File: src/mcuisx_defs.vh
// constants for the instruction subset execution block
`ifndef MCUISX_DEFS_VH
`define MCUISX_DEFS_VH

// operation codes presented in the low four bits of the command word
`define MCUISX_OP_NOP 4'h0
`define MCUISX_OP_MEM_MINUS 4'h1
`define MCUISX_OP_MINUS_WORK 4'h2
`define MCUISX_OP_MEM_PLUS 4'h3
`define MCUISX_OP_PLUS_WORK 4'h4
`define MCUISX_OP_SLEEP 4'h5
`define MCUISX_OP_BRANCH 4'h6
`define MCUISX_OP_MEM_TO_WORK 4'h7
`define MCUISX_OP_IMM_TO_WORK 4'h8
`define MCUISX_OP_WORK_TO_MEM 4'h9

// command word field positions
`define MCUISX_CMD_OP_LSB 0
`define MCUISX_CMD_ARG_LSB 8
`define MCUISX_CMD_TGT_LSB 16

// register command port offsets
`define MCUISX_REG_CMD 4'h0
`define MCUISX_REG_WORK 4'h1
`define MCUISX_REG_STATUS 4'h2
`define MCUISX_REG_PC 4'h3
`define MCUISX_REG_WDOG 4'h4

// status register field positions
`define MCUISX_ST_ZERO 0
`define MCUISX_ST_SLEEP 1
`define MCUISX_ST_WDOG_EXP 2
`define MCUISX_ST_BUSY 3

// reset values
`define MCUISX_WORK_RST 8'h00
`define MCUISX_PC_RST 11'h000

`endif

File: src/mcuisx_exec.v
// execution unit for the memory step, move, branch and sleep instructions
`include "mcuisx_defs.vh"

////////////////////////////////////////////////////////////////////////////////
module mcuisx_exec #(
  parameter ADDR_W = 8,
  parameter PC_W = 11,
  parameter MEM_DEPTH = 256
) (
  // clock and reset
  input wire clk_sys_i,
  input wire reset_i,
  // register command port
  input wire [3:0] reg_addr_i,
  input wire [31:0] reg_wdata_i,
  input wire reg_wr_i,
  input wire reg_rd_i,
  output reg [31:0] reg_rdata_o,
  // wake-up pin
  input wire wake_i,
  // status
  output reg clk_gate_o,
  output reg [PC_W-1:0] pc_o
);

  ////////////////////////////////////////////////////////////////////////////////
  // storage and state

  localparam ST_IDLE = 3'b001;
  localparam ST_DUMMY = 3'b010;
  localparam ST_SLEEP = 3'b100;

  reg [7:0] mem_q [0:MEM_DEPTH-1];
  reg [7:0] work_q;
  reg [PC_W-1:0] pc_q;
  reg [PC_W-1:0] target_q;
  reg zero_q;
  reg sleep_flag_q;
  reg exp_flag_q;
  reg [2:0] state_q;
  reg wake_meta_q;
  reg wake_sync_q;

  wire [7:0] wdog_count;
  wire wdog_expired;
  wire wdog_clear;

  // command word: op, then address or literal, then branch target
  // commands are refused outside idle, so a busy core never loses its place
  wire cmd_go = reg_wr_i && (reg_addr_i == `MCUISX_REG_CMD) && (state_q == ST_IDLE);
  wire [3:0] op = reg_wdata_i[`MCUISX_CMD_OP_LSB+3:`MCUISX_CMD_OP_LSB];
  wire [ADDR_W-1:0] addr = reg_wdata_i[`MCUISX_CMD_ARG_LSB+ADDR_W-1:`MCUISX_CMD_ARG_LSB];
  wire [7:0] lit = reg_wdata_i[`MCUISX_CMD_ARG_LSB+7:`MCUISX_CMD_ARG_LSB];
  wire [PC_W-1:0] tgt = reg_wdata_i[`MCUISX_CMD_TGT_LSB+PC_W-1:`MCUISX_CMD_TGT_LSB];
  wire [PC_W-1:0] pc_next = pc_q + {{(PC_W-1){1'b0}}, 1'b1};
  wire [7:0] operand = mem_q[addr];
  // eight-bit sums wrap naturally
  wire [7:0] minus_one = operand - 8'h01;
  wire [7:0] plus_one = operand + 8'h01;

  ////////////////////////////////////////////////////////////////////////////////
  // wake-up synchroniser
  // the pin is asynchronous; only the second flop feeds the sequencer

  always @(posedge clk_sys_i) begin
    if (reset_i) begin
      wake_meta_q <= 1'b0;
      wake_sync_q <= 1'b0;
    end else begin
      wake_meta_q <= wake_i;
      wake_sync_q <= wake_meta_q;
    end
  end

  ////////////////////////////////////////////////////////////////////////////////
  // watchdog

  assign wdog_clear = cmd_go && (op == `MCUISX_OP_SLEEP);

  // watchdog keeps running in sleep; only its clear on entry is part of this block
  mcuisx_wdog #(
    .PRE_W(8),
    .CNT_W(8)
  ) u_wdog (
    .clk_sys_i(clk_sys_i),
    .reset_i(reset_i),
    .run_i(1'b1),
    .clear_i(wdog_clear),
    .count_o(wdog_count),
    .expired_o(wdog_expired)
  );

  ////////////////////////////////////////////////////////////////////////////////
  // data memory, no reset so contents survive sleep

  reg mem_we;
  reg [7:0] mem_wdata;

  // only a taken command writes, so sleep and the dummy cycle leave memory alone
  always @* begin
    mem_we = 1'b0;
    mem_wdata = operand;
    if (cmd_go) begin
      case (op)
        `MCUISX_OP_MEM_MINUS: begin
          mem_we = 1'b1;
          mem_wdata = minus_one;
        end
        `MCUISX_OP_MEM_PLUS: begin
          mem_we = 1'b1;
          mem_wdata = plus_one;
        end
        `MCUISX_OP_WORK_TO_MEM: begin
          mem_we = 1'b1;
          mem_wdata = work_q;
        end
        default: begin
          mem_we = 1'b0;
        end
      endcase
    end
  end

  always @(posedge clk_sys_i) begin
    if (mem_we) begin
      mem_q[addr] <= mem_wdata;
    end
  end

  ////////////////////////////////////////////////////////////////////////////////
  // working register, flags, program counter, sequencer

  reg [7:0] work_d;
  reg zero_d;
  reg sleep_flag_d;
  reg exp_flag_d;
  reg [PC_W-1:0] pc_d;
  reg [PC_W-1:0] target_d;
  reg [2:0] state_d;

  always @* begin
    work_d = work_q;
    zero_d = zero_q;
    sleep_flag_d = sleep_flag_q;
    // expiry sets the flag; sleep entry clears it and the counter on the same edge
    exp_flag_d = exp_flag_q || wdog_expired;
    pc_d = pc_q;
    target_d = target_q;
    state_d = state_q;
    case (state_q)
      ST_IDLE: begin
        if (cmd_go) begin
          // every op but the branch moves on by one word
          pc_d = pc_next;
          case (op)
            `MCUISX_OP_MEM_MINUS: begin
              zero_d = (minus_one == 8'h00);
            end
            `MCUISX_OP_MINUS_WORK: begin
              work_d = minus_one;
              zero_d = (minus_one == 8'h00);
            end
            `MCUISX_OP_MEM_PLUS: begin
              zero_d = (plus_one == 8'h00);
            end
            `MCUISX_OP_PLUS_WORK: begin
              work_d = plus_one;
              zero_d = (plus_one == 8'h00);
            end
            `MCUISX_OP_SLEEP: begin
              // work stays and pc moves on by one word, so wake resumes at the next word with work intact
              sleep_flag_d = 1'b1;
              exp_flag_d = 1'b0;
              state_d = ST_SLEEP;
            end
            `MCUISX_OP_BRANCH: begin
              pc_d = pc_q;
              target_d = tgt;
              state_d = ST_DUMMY;
            end
            `MCUISX_OP_MEM_TO_WORK: begin
              work_d = operand;
            end
            `MCUISX_OP_IMM_TO_WORK: begin
              work_d = lit;
            end
            `MCUISX_OP_WORK_TO_MEM: begin
              work_d = work_q;
            end
            default: begin
              work_d = work_q;
            end
          endcase
        end else if (reg_wr_i && (reg_addr_i == `MCUISX_REG_WORK)) begin
          work_d = reg_wdata_i[7:0];
        end else if (reg_wr_i && (reg_addr_i == `MCUISX_REG_STATUS)) begin
          // software clears sticky flags by writing one; a live expiry wins
          if (reg_wdata_i[`MCUISX_ST_SLEEP]) begin
            sleep_flag_d = 1'b0;
          end
          if (reg_wdata_i[`MCUISX_ST_WDOG_EXP] && !wdog_expired) begin
            exp_flag_d = 1'b0;
          end
        end
      end
      ST_DUMMY: begin
        // the dummy cycle executes nothing
        pc_d = target_q;
        state_d = ST_IDLE;
      end
      ST_SLEEP: begin
        if (wake_sync_q) begin
          state_d = ST_IDLE;
        end
      end
      default: begin
        state_d = ST_IDLE;
      end
    endcase
  end

  always @(posedge clk_sys_i) begin
    if (reset_i) begin
      work_q <= `MCUISX_WORK_RST;
      zero_q <= 1'b0;
      sleep_flag_q <= 1'b0;
      exp_flag_q <= 1'b0;
      pc_q <= `MCUISX_PC_RST;
      target_q <= `MCUISX_PC_RST;
      state_q <= ST_IDLE;
    end else begin
      work_q <= work_d;
      zero_q <= zero_d;
      sleep_flag_q <= sleep_flag_d;
      exp_flag_q <= exp_flag_d;
      pc_q <= pc_d;
      target_q <= target_d;
      state_q <= state_d;
    end
  end

  ////////////////////////////////////////////////////////////////////////////////
  // outputs and read port

  reg [31:0] status_word;
  reg [31:0] rdata_d;

  // status built bit by bit from the field positions that software uses
  always @* begin
    status_word = 32'h00000000;
    status_word[`MCUISX_ST_ZERO] = zero_q;
    status_word[`MCUISX_ST_SLEEP] = sleep_flag_q;
    status_word[`MCUISX_ST_WDOG_EXP] = exp_flag_q;
    status_word[`MCUISX_ST_BUSY] = (state_q != ST_IDLE);
  end

  // read data stand for one cycle only, zero otherwise
  always @* begin
    rdata_d = 32'h00000000;
    if (reg_rd_i) begin
      case (reg_addr_i)
        `MCUISX_REG_WORK: begin
          rdata_d = {24'h000000, work_q};
        end
        `MCUISX_REG_STATUS: begin
          rdata_d = status_word;
        end
        `MCUISX_REG_PC: begin
          rdata_d = {{(32-PC_W){1'b0}}, pc_q};
        end
        `MCUISX_REG_WDOG: begin
          rdata_d = {24'h000000, wdog_count};
        end
        default: begin
          rdata_d = 32'h00000000;
        end
      endcase
    end
  end

  always @(posedge clk_sys_i) begin
    if (reset_i) begin
      clk_gate_o <= 1'b0;
      pc_o <= `MCUISX_PC_RST;
      reg_rdata_o <= 32'h00000000;
    end else begin
      // gate the core clock while asleep; the block keeps clocking to see wake
      clk_gate_o <= (state_q == ST_SLEEP) && !wake_sync_q;
      pc_o <= pc_q;
      reg_rdata_o <= rdata_d;
    end
  end

endmodule // mcuisx_exec

File: src/mcuisx_wdog.v
// watchdog counter with prescaler, cleared on request
module mcuisx_wdog #(
  parameter PRE_W = 8,
  parameter CNT_W = 8
) (
  // clock and reset
  input wire clk_sys_i,
  input wire reset_i,
  // control
  input wire run_i,
  input wire clear_i,
  // state
  output wire [CNT_W-1:0] count_o,
  output wire expired_o
);

  reg [PRE_W-1:0] pre_q;
  reg [CNT_W-1:0] cnt_q;
  reg exp_q;

  always @(posedge clk_sys_i) begin
    if (reset_i || clear_i) begin
      pre_q <= {PRE_W{1'b0}};
      cnt_q <= {CNT_W{1'b0}};
      exp_q <= 1'b0;
    end else if (run_i) begin
      pre_q <= pre_q + {{(PRE_W-1){1'b0}}, 1'b1};
      if (&pre_q) begin
        cnt_q <= cnt_q + {{(CNT_W-1){1'b0}}, 1'b1};
        if (&cnt_q) begin
          exp_q <= 1'b1;
        end
      end
    end
  end

  assign count_o = cnt_q;
  assign expired_o = exp_q;

endmodule // mcuisx_wdog

File: config.mk
export PLATFORM = sky130hd
export DESIGN_NAME = mcuisx_exec
export DESIGN_NICKNAME = d
export VERILOG_FILES = /design/src/mcuisx_exec.v /design/src/mcuisx_wdog.v
export VERILOG_INCLUDE_DIRS = /design/src /design/src/src
export SDC_FILE = /design/constraint.sdc
export NUM_CORES = 2
export LEC_CHECK = 0
export ABC_AREA = 1
export ABC_CLOCK_PERIOD_IN_PS = 44700
export BUFFER_PORTS_ARGS = -buffer_cell sky130_fd_sc_hd__clkbuf_2
export CAP_MARGIN = 10
export CELL_PAD_IN_SITES_DETAIL_PLACEMENT = 1
export CELL_PAD_IN_SITES_GLOBAL_PLACEMENT = 2
export CORE_MARGIN = 4
export CORE_UTILIZATION = 46
export DETAILED_ROUTE_END_ITERATION = 12
export HOLD_SLACK_MARGIN = 0.15
export PLACE_DENSITY_LB_ADDON = 0.12
export SLEW_MARGIN = 20
export SYNTH_ARGS = -nofsm -noshare
export SYNTH_HDL_FRONTEND = slang
export SYNTH_SLANG_ARGS = --single-unit
export TNS_END_PERCENT = 5
File: constraint.sdc
create_clock -name clk_sys_i -period 44.7 [get_ports clk_sys_i]
set_clock_uncertainty 0.1 [all_clocks]
set_input_delay 4.47 -clock clk_sys_i [delete_from_list [all_inputs] [get_ports clk_sys_i]]
set_output_delay 4.47 -clock clk_sys_i [all_outputs]
set_load 0.02 [all_outputs]
# Word-level counts from Yosys, hierarchy flattened
# Memory sizes are Yosys's and may differ from the RTL's.
# Cells that the tools add are included.
# op_classes
add_sub_neg	5
n_eq_ne	24
n_mux	29
n_bitwise	1
reduce_logical	31
# op_table
operator	count
$pmux W11 S4	1
$pmux W8 S4	1
$add A8 B1 Y8 const B	3
$mux W8	3
$pmux W8 S3	1
$mux W11	2
$pmux W11 S2	1
$eq A4 B3 Y1 const B	5
$eq A4 B2 Y1 const B	4
$logic_not A8 Y1	2
$reduce_and A16 Y1	1
$mux W1	15
$reduce_and A3 Y1	5
$pmux W3 S2	2
$add A11 B1 Y11 const B	1
$reduce_bool A2 Y1	5
$eq A4 B1 Y1 const B	2
$eq A4 B4 Y1 const B	2
$ne A2 B2 Y1 const B	4
$reduce_and A8 Y1	1
$sub A8 B1 Y8 const B	1
$logic_and A1 B1 Y1	7
$mux W3	2
$ne A3 B1 Y1 const B	2
other kinds (13)	17
# totals
reg_bits	99
ram_bits	2048
inputBits	41
output_inout_bits	44
word_cells	106
n_memories	1
# mem_list
name	words	word_bits	rd	rd_clocked_by_memory_dff	write_ports	line_no	source
mem_q	256	8	1	0	1	mcuisx_exec.v:33	reg [7:0] mem_q [0:MEM_DEPTH-1];

# Logic depth before layout (Yosys ltp)
# logic_depth
ltp_word	7
depth_mapped	28
ltp_nobuf	26

# Cells and area by module
# A second synthesis with hierarchy kept.
# unflattened
hier_cells	7910
area_unflattened_um2	87103.5
# modules_own_cells
mod	instances	cells_per_inst	area_per_inst_um2	seq_area_each_um2
mcuisx_exec	1	7778	86260.2	62720.2
mcuisx_wdog	1	132	843.3	340.3

# Worst setup path before layout
# OpenSTA, ideal clock, no wires.
# synth_path
path_type	input-to-reg
from	input reg_wdata_i[9]
to	memory mem_q[0][1], data pin
setup_ns	2.187
arrival_ns	16.296
required_ns	42.413
path_slack_ns	26.117
stages	18
n_path_buf	3
cell_sequence	buf_4 -> buf_2 -> clkbuf_1 -> nand2_1 -> nand2_1 -> nand2_1 -> nand2_1 -> o21ai_0 -> nand2_1 -> nor2_1 -> nor2_1 -> nor2_1 -> nand2_2 -> inv_2 -> ha_1 -> o21ai_0 -> a21oi_1 -> o21ai_0
# synth_between
elab_chain_len	4
word_cells_on_any_way	5
classes_between	add/sub (2); mux (2); memory (1)
# synth_lines
item	line_no	source
from (decl)	mcuisx_exec.v:15	input wire [31:0] reg_wdata_i,
$mem_v2 Z256 W8 (*)	n/a	
$add A8 B1 Y8 / $sub A8 B1 Y8 (equally long branches)	mcuisx_exec.v:59, mcuisx_exec.v:58	
$pmux W8 S3	mcuisx_exec.v:104	case (op)
$mux W8 (*)	mcuisx_exec.v:103	if (cmd_go) begin
named net mem_wdata[1]	mcuisx_exec.v:97	reg [7:0] mem_wdata;
to (decl)	mcuisx_exec.v:33	
# The timed path passes the listed nets; every way through them passes the cells marked *.

# Final worst setup path
# layout_path
from	input reg_wdata_i[8]
to	memory mem_q[60][3], data pin
# Same word-level chain as after synthesis.

==> flow_summary.yaml <==
logic_synthesis:
  ys.flop_type: "edfxtp_1"
  ys_types: 44
  syn_area_um2: 87920
  synthMuxAreaShare_pct: 0
  synth-simple-area-share_pct: 21.96
  ys_seq_area_share_pct: 71.72
  ys_async_sr_fraction_pct: 0
  synth_top_family_by_area: "simple AND/OR/NAND/NOR gates"
  syn_area_per_cell_um2: 10.74
  ys_seq_elements: 2126
  syn_inst: 8185
  synth-adder-area-share_pct: 0.08538
  synth_edf_count: 2048
  synthXorXnorAreaFrac_pct: 0.06973
  synth_compound_area_share_pct: 3.201
  yosysWarnings: 0
min_path:
  hold_path.class: "reg2reg"
  whs_path_depth: 2
  worstHoldEndpoint: "wake_sync_q"
  hp-start: "wake_meta_q"
placement:
  gp_congestion: 0.8453
  dp_slack_ns: 32.43
  port-buffer-count: 58
  dp_hpwl_mm: 166.8
setup_path:
  critPathArrivalTime_ns: 11.99
  rr_worst_depth: 19
  r2r_setup_slack_ns: 38.39
  crit_fanout: 123
  end_kind: "register"
  r2r_start: "mem_q[215][2]"
  worstPathRequired_ns: 45.13
  start_kind: "primary input"
  r2r-end: "mem_q[60][3]"
  critPathKind: "in2reg"
pwr:
  powerDensity_nw_per_um2: 44.60
  peakVddDrop_uv: 39.47
  p_leak_nw: 37.39
  power.total_mw: 4.337
clock_tree:
  clock_latency_ns: 0.87
  cts-resized-gates: 0
  cts.sinks: 2126
  numCtsBuffers: 223
  cts_setup_buffers: 0
  cts_buffer_depth: 3
  root_buffer: "clkbuf_16"
  cts_htree_levels: 4
  hold_buffers: 0
  clk_pin_slew_ns: 0.06
  cts_tree: "yes"
global_route:
  grt_max_degree: 181
  grt_overflow: 0
  grt_pass1_wl_mm: 411.7
  grt_usage_pct: 28.17
  grt_pass1_vias: 61680
  antenna_found_initial: 9
detailed_routing:
  wirelength_mm: 280.4
  drc: 0
  wl_per_cell_um: 25.78
  dr_total_vias: 60250
  routed_via_density: 5.540
  drt_iter0_drc: 5088
  dr.pass1.iters: 5
  antenna_left: 0
sta:
  min_period_ns: 11.56
  fmax_ghz: 0.08654
  maxSlewHeadroom_pct: 24.80
  slew_violations: 0
  hold_viol: 0
  tns_ns: 0
  worst_slack_ns: 33.14
  finalSetupViolCount: 0
  rsz0062_at_grt: "no"
  fin_crit_sh_pct: 25.85
  worst_pin_slew_ns: 1.116
floorplan:
  rows: 160
  io_pins: 85
  start_util_pct: 46.23
  core_area_um2: 190200
  dieArea_um2: 198200
  die_w_um: 445.2
  die_y_um: 445.2
finish:
  drive_gt1_share_pct: 6.088
  fillers: 20210
  area_growth_pct: 10.60
  fin_nets: 8228
flow_run:
  max_cap_viol_count: 0
status:
  status: "completed"
cells in the mapped netlist, types with 2 or more instances:
cell	count	share of area, %
a211oi_1	5	0.043
a21o_1	2	0.017
a21oi_1	108	0.61
a221oi_1	7	0.070
a22oi_1	136	1.2
a31oi_1	2	0.014
buf_1	34	0.15
buf_2	221	1.3
buf_4	32	0.27
buf_6	13	0.17
clkbuf_1	116	0.50
clkinv_1	5	0.021
dfxtp_1	78	1.8
edfxtp_1	2048	70
ha_1	6	0.085
inv_1	129	0.55
inv_2	9	0.038
nand2_1	4168	18
nand2_2	4	0.028
nand3_1	243	1.4
nand4_1	35	0.25
nor2_1	522	2.2
nor2_2	8	0.057
nor2_4	3	0.038
nor3_1	21	0.12
o211ai_1	5	0.043
o21ai_0	116	0.66
o21ai_1	72	0.41
o21bai_1	2	0.017
o221ai_1	4	0.040
o22ai_1	9	0.064
o31ai_1	2	0.017
or2_1	2	0.014
or2_2	3	0.021
xor2_1	6	0.060
worst max-delay path by stage:
stage	from	endpoint	slack (ns)	depth (start not counted)
floorplan	reg_wdata_i[9]	mem_q[0][1]	26.12	18
global placement	reg_wdata_i[8]	mem_q[26][2]	32.59	26
detailed placement	reg_wdata_i[8]	mem_q[25][2]	32.43	26
CTS	reg_wdata_i[8]	mem_q[21][2]	33.35	26
global route	reg_wdata_i[8]	mem_q[61][3]	32.78	23
finish	reg_wdata_i[8]	mem_q[60][3]	33.14	23
per-layer routing:
metal,share of wire [%],vias to the layer above,global-route usage (%)
li1,-,27370,-
met1,43,30750,38.41
met2,48,1713,46.45
met3,6.3,408,4.757
met4,3.2,2,8.805
met5,0.0032,-,0
report_power, final:
group / internal, mW / leakage, nW / switching [mW] / total, mW
registers: 2.26 / 19.3 / 0.000537 / 2.26
logic: 0.0554 / 14.8 / 0.286 / 0.341
clock network: 0.966 / 3.29 / 0.770 / 1.74
total: 3.28 / 37.4 / 1.06 / 4.34
flip-flops by register name, indices dropped and copies added (netlist names):
register,count
clk_gate_o,1
exp_flag_q,1
mem_q,2048
pc_o,11
pc_q,11
reg_rdata_o,11
sleep_flag_q,1
state_q,3
target_q,11
u_wdog.count_o,8
u_wdog.expired_o,1
u_wdog.pre_q,8
wake_meta_q,1
wake_sync_q,1
work_q,8
zero_q,1
final cells by class:
type	count	area [µm²]	area share [%]
clock buffers	296	6001	6.171
well taps	2511	3142	3.231
flip-flops and latches	2126	63060	64.85
multi-input cells	5519	22430	23.06
diodes	3	7.507	0.007720
clock inverters	109	723.2	0.7437
inverters	144	616.8	0.6343
repair buffers	167	1266	1.302
placed cells by master, fill, tap and decap left out, types with 11 or more instances in the layout:
cell       count
clkinv_1      57
inv_1        123
clkbuf_2      57
buf_12        11
nand4_1       35
o21ai_0      114
a22oi_1      135
nor2_1       517
conb_1        21
nand2_2       11
o21ai_1       73
a21oi_1      108
nand3_1      243
nor3_1        21
buf_4         98
clkbuf_1      62
edfxtp_1    2048
clkinv_2      37
nand2_1     4161
clkbuf_16    227
dfxtp_1       78
metrics by stage:
| stage | cells | cell area [µm²] | hold WS (ns) | util [%] |
|---|---|---|---|---|
| 2_1_floorplan | 8205 | 88000 | 0.2883 | - |
| 3_3_place_gp | 10470 | 90510 | 0.2973 | 47.59 |
| 3_5_place_dp | 10470 | 90510 | 0.3018 | 47.59 |
| 4_1_cts | 10870 | 97230 | 0.3260 | 51.13 |
| 5_1_grt | 10870 | 97240 | 0.3397 | 51.13 |
| 6_report | 10880 | 97240 | 0.3239 | 51.13 |
logic make-up after synthesis:
kind of cell | after synthesis
AND/OR/NAND/NOR | 5012
other | 1
AO/OA/AOI/OAI | 473
adder cells (fa/ha/maj) | 6
XOR/XNOR | 7
flip-flops | 2126
buffers and inverters | 560
critical path, stage by stage:
cell,delay (ns)
buf_8,0.37
inv_8,0.32
buf_12,0.28
buf_4,0.56
nand2_1,0.15
nand2_1,0.06
nand2_1,0.05
nand2_1,0.05
nand2_1,0.08
nand2_1,0.10
o21ai_0,0.78
nand2_1,0.17
o21ai_1,0.39
nand2_1,0.17
nor2_4,0.29
nand2_1,0.14
nor2_2,0.21
nand2_1,0.16
a21oi_1,0.19
o22ai_1,0.18
inv_8,0.56
buf_4,0.84
buf_4,0.77
No activity file was read; power rests on OpenSTA's default activity.
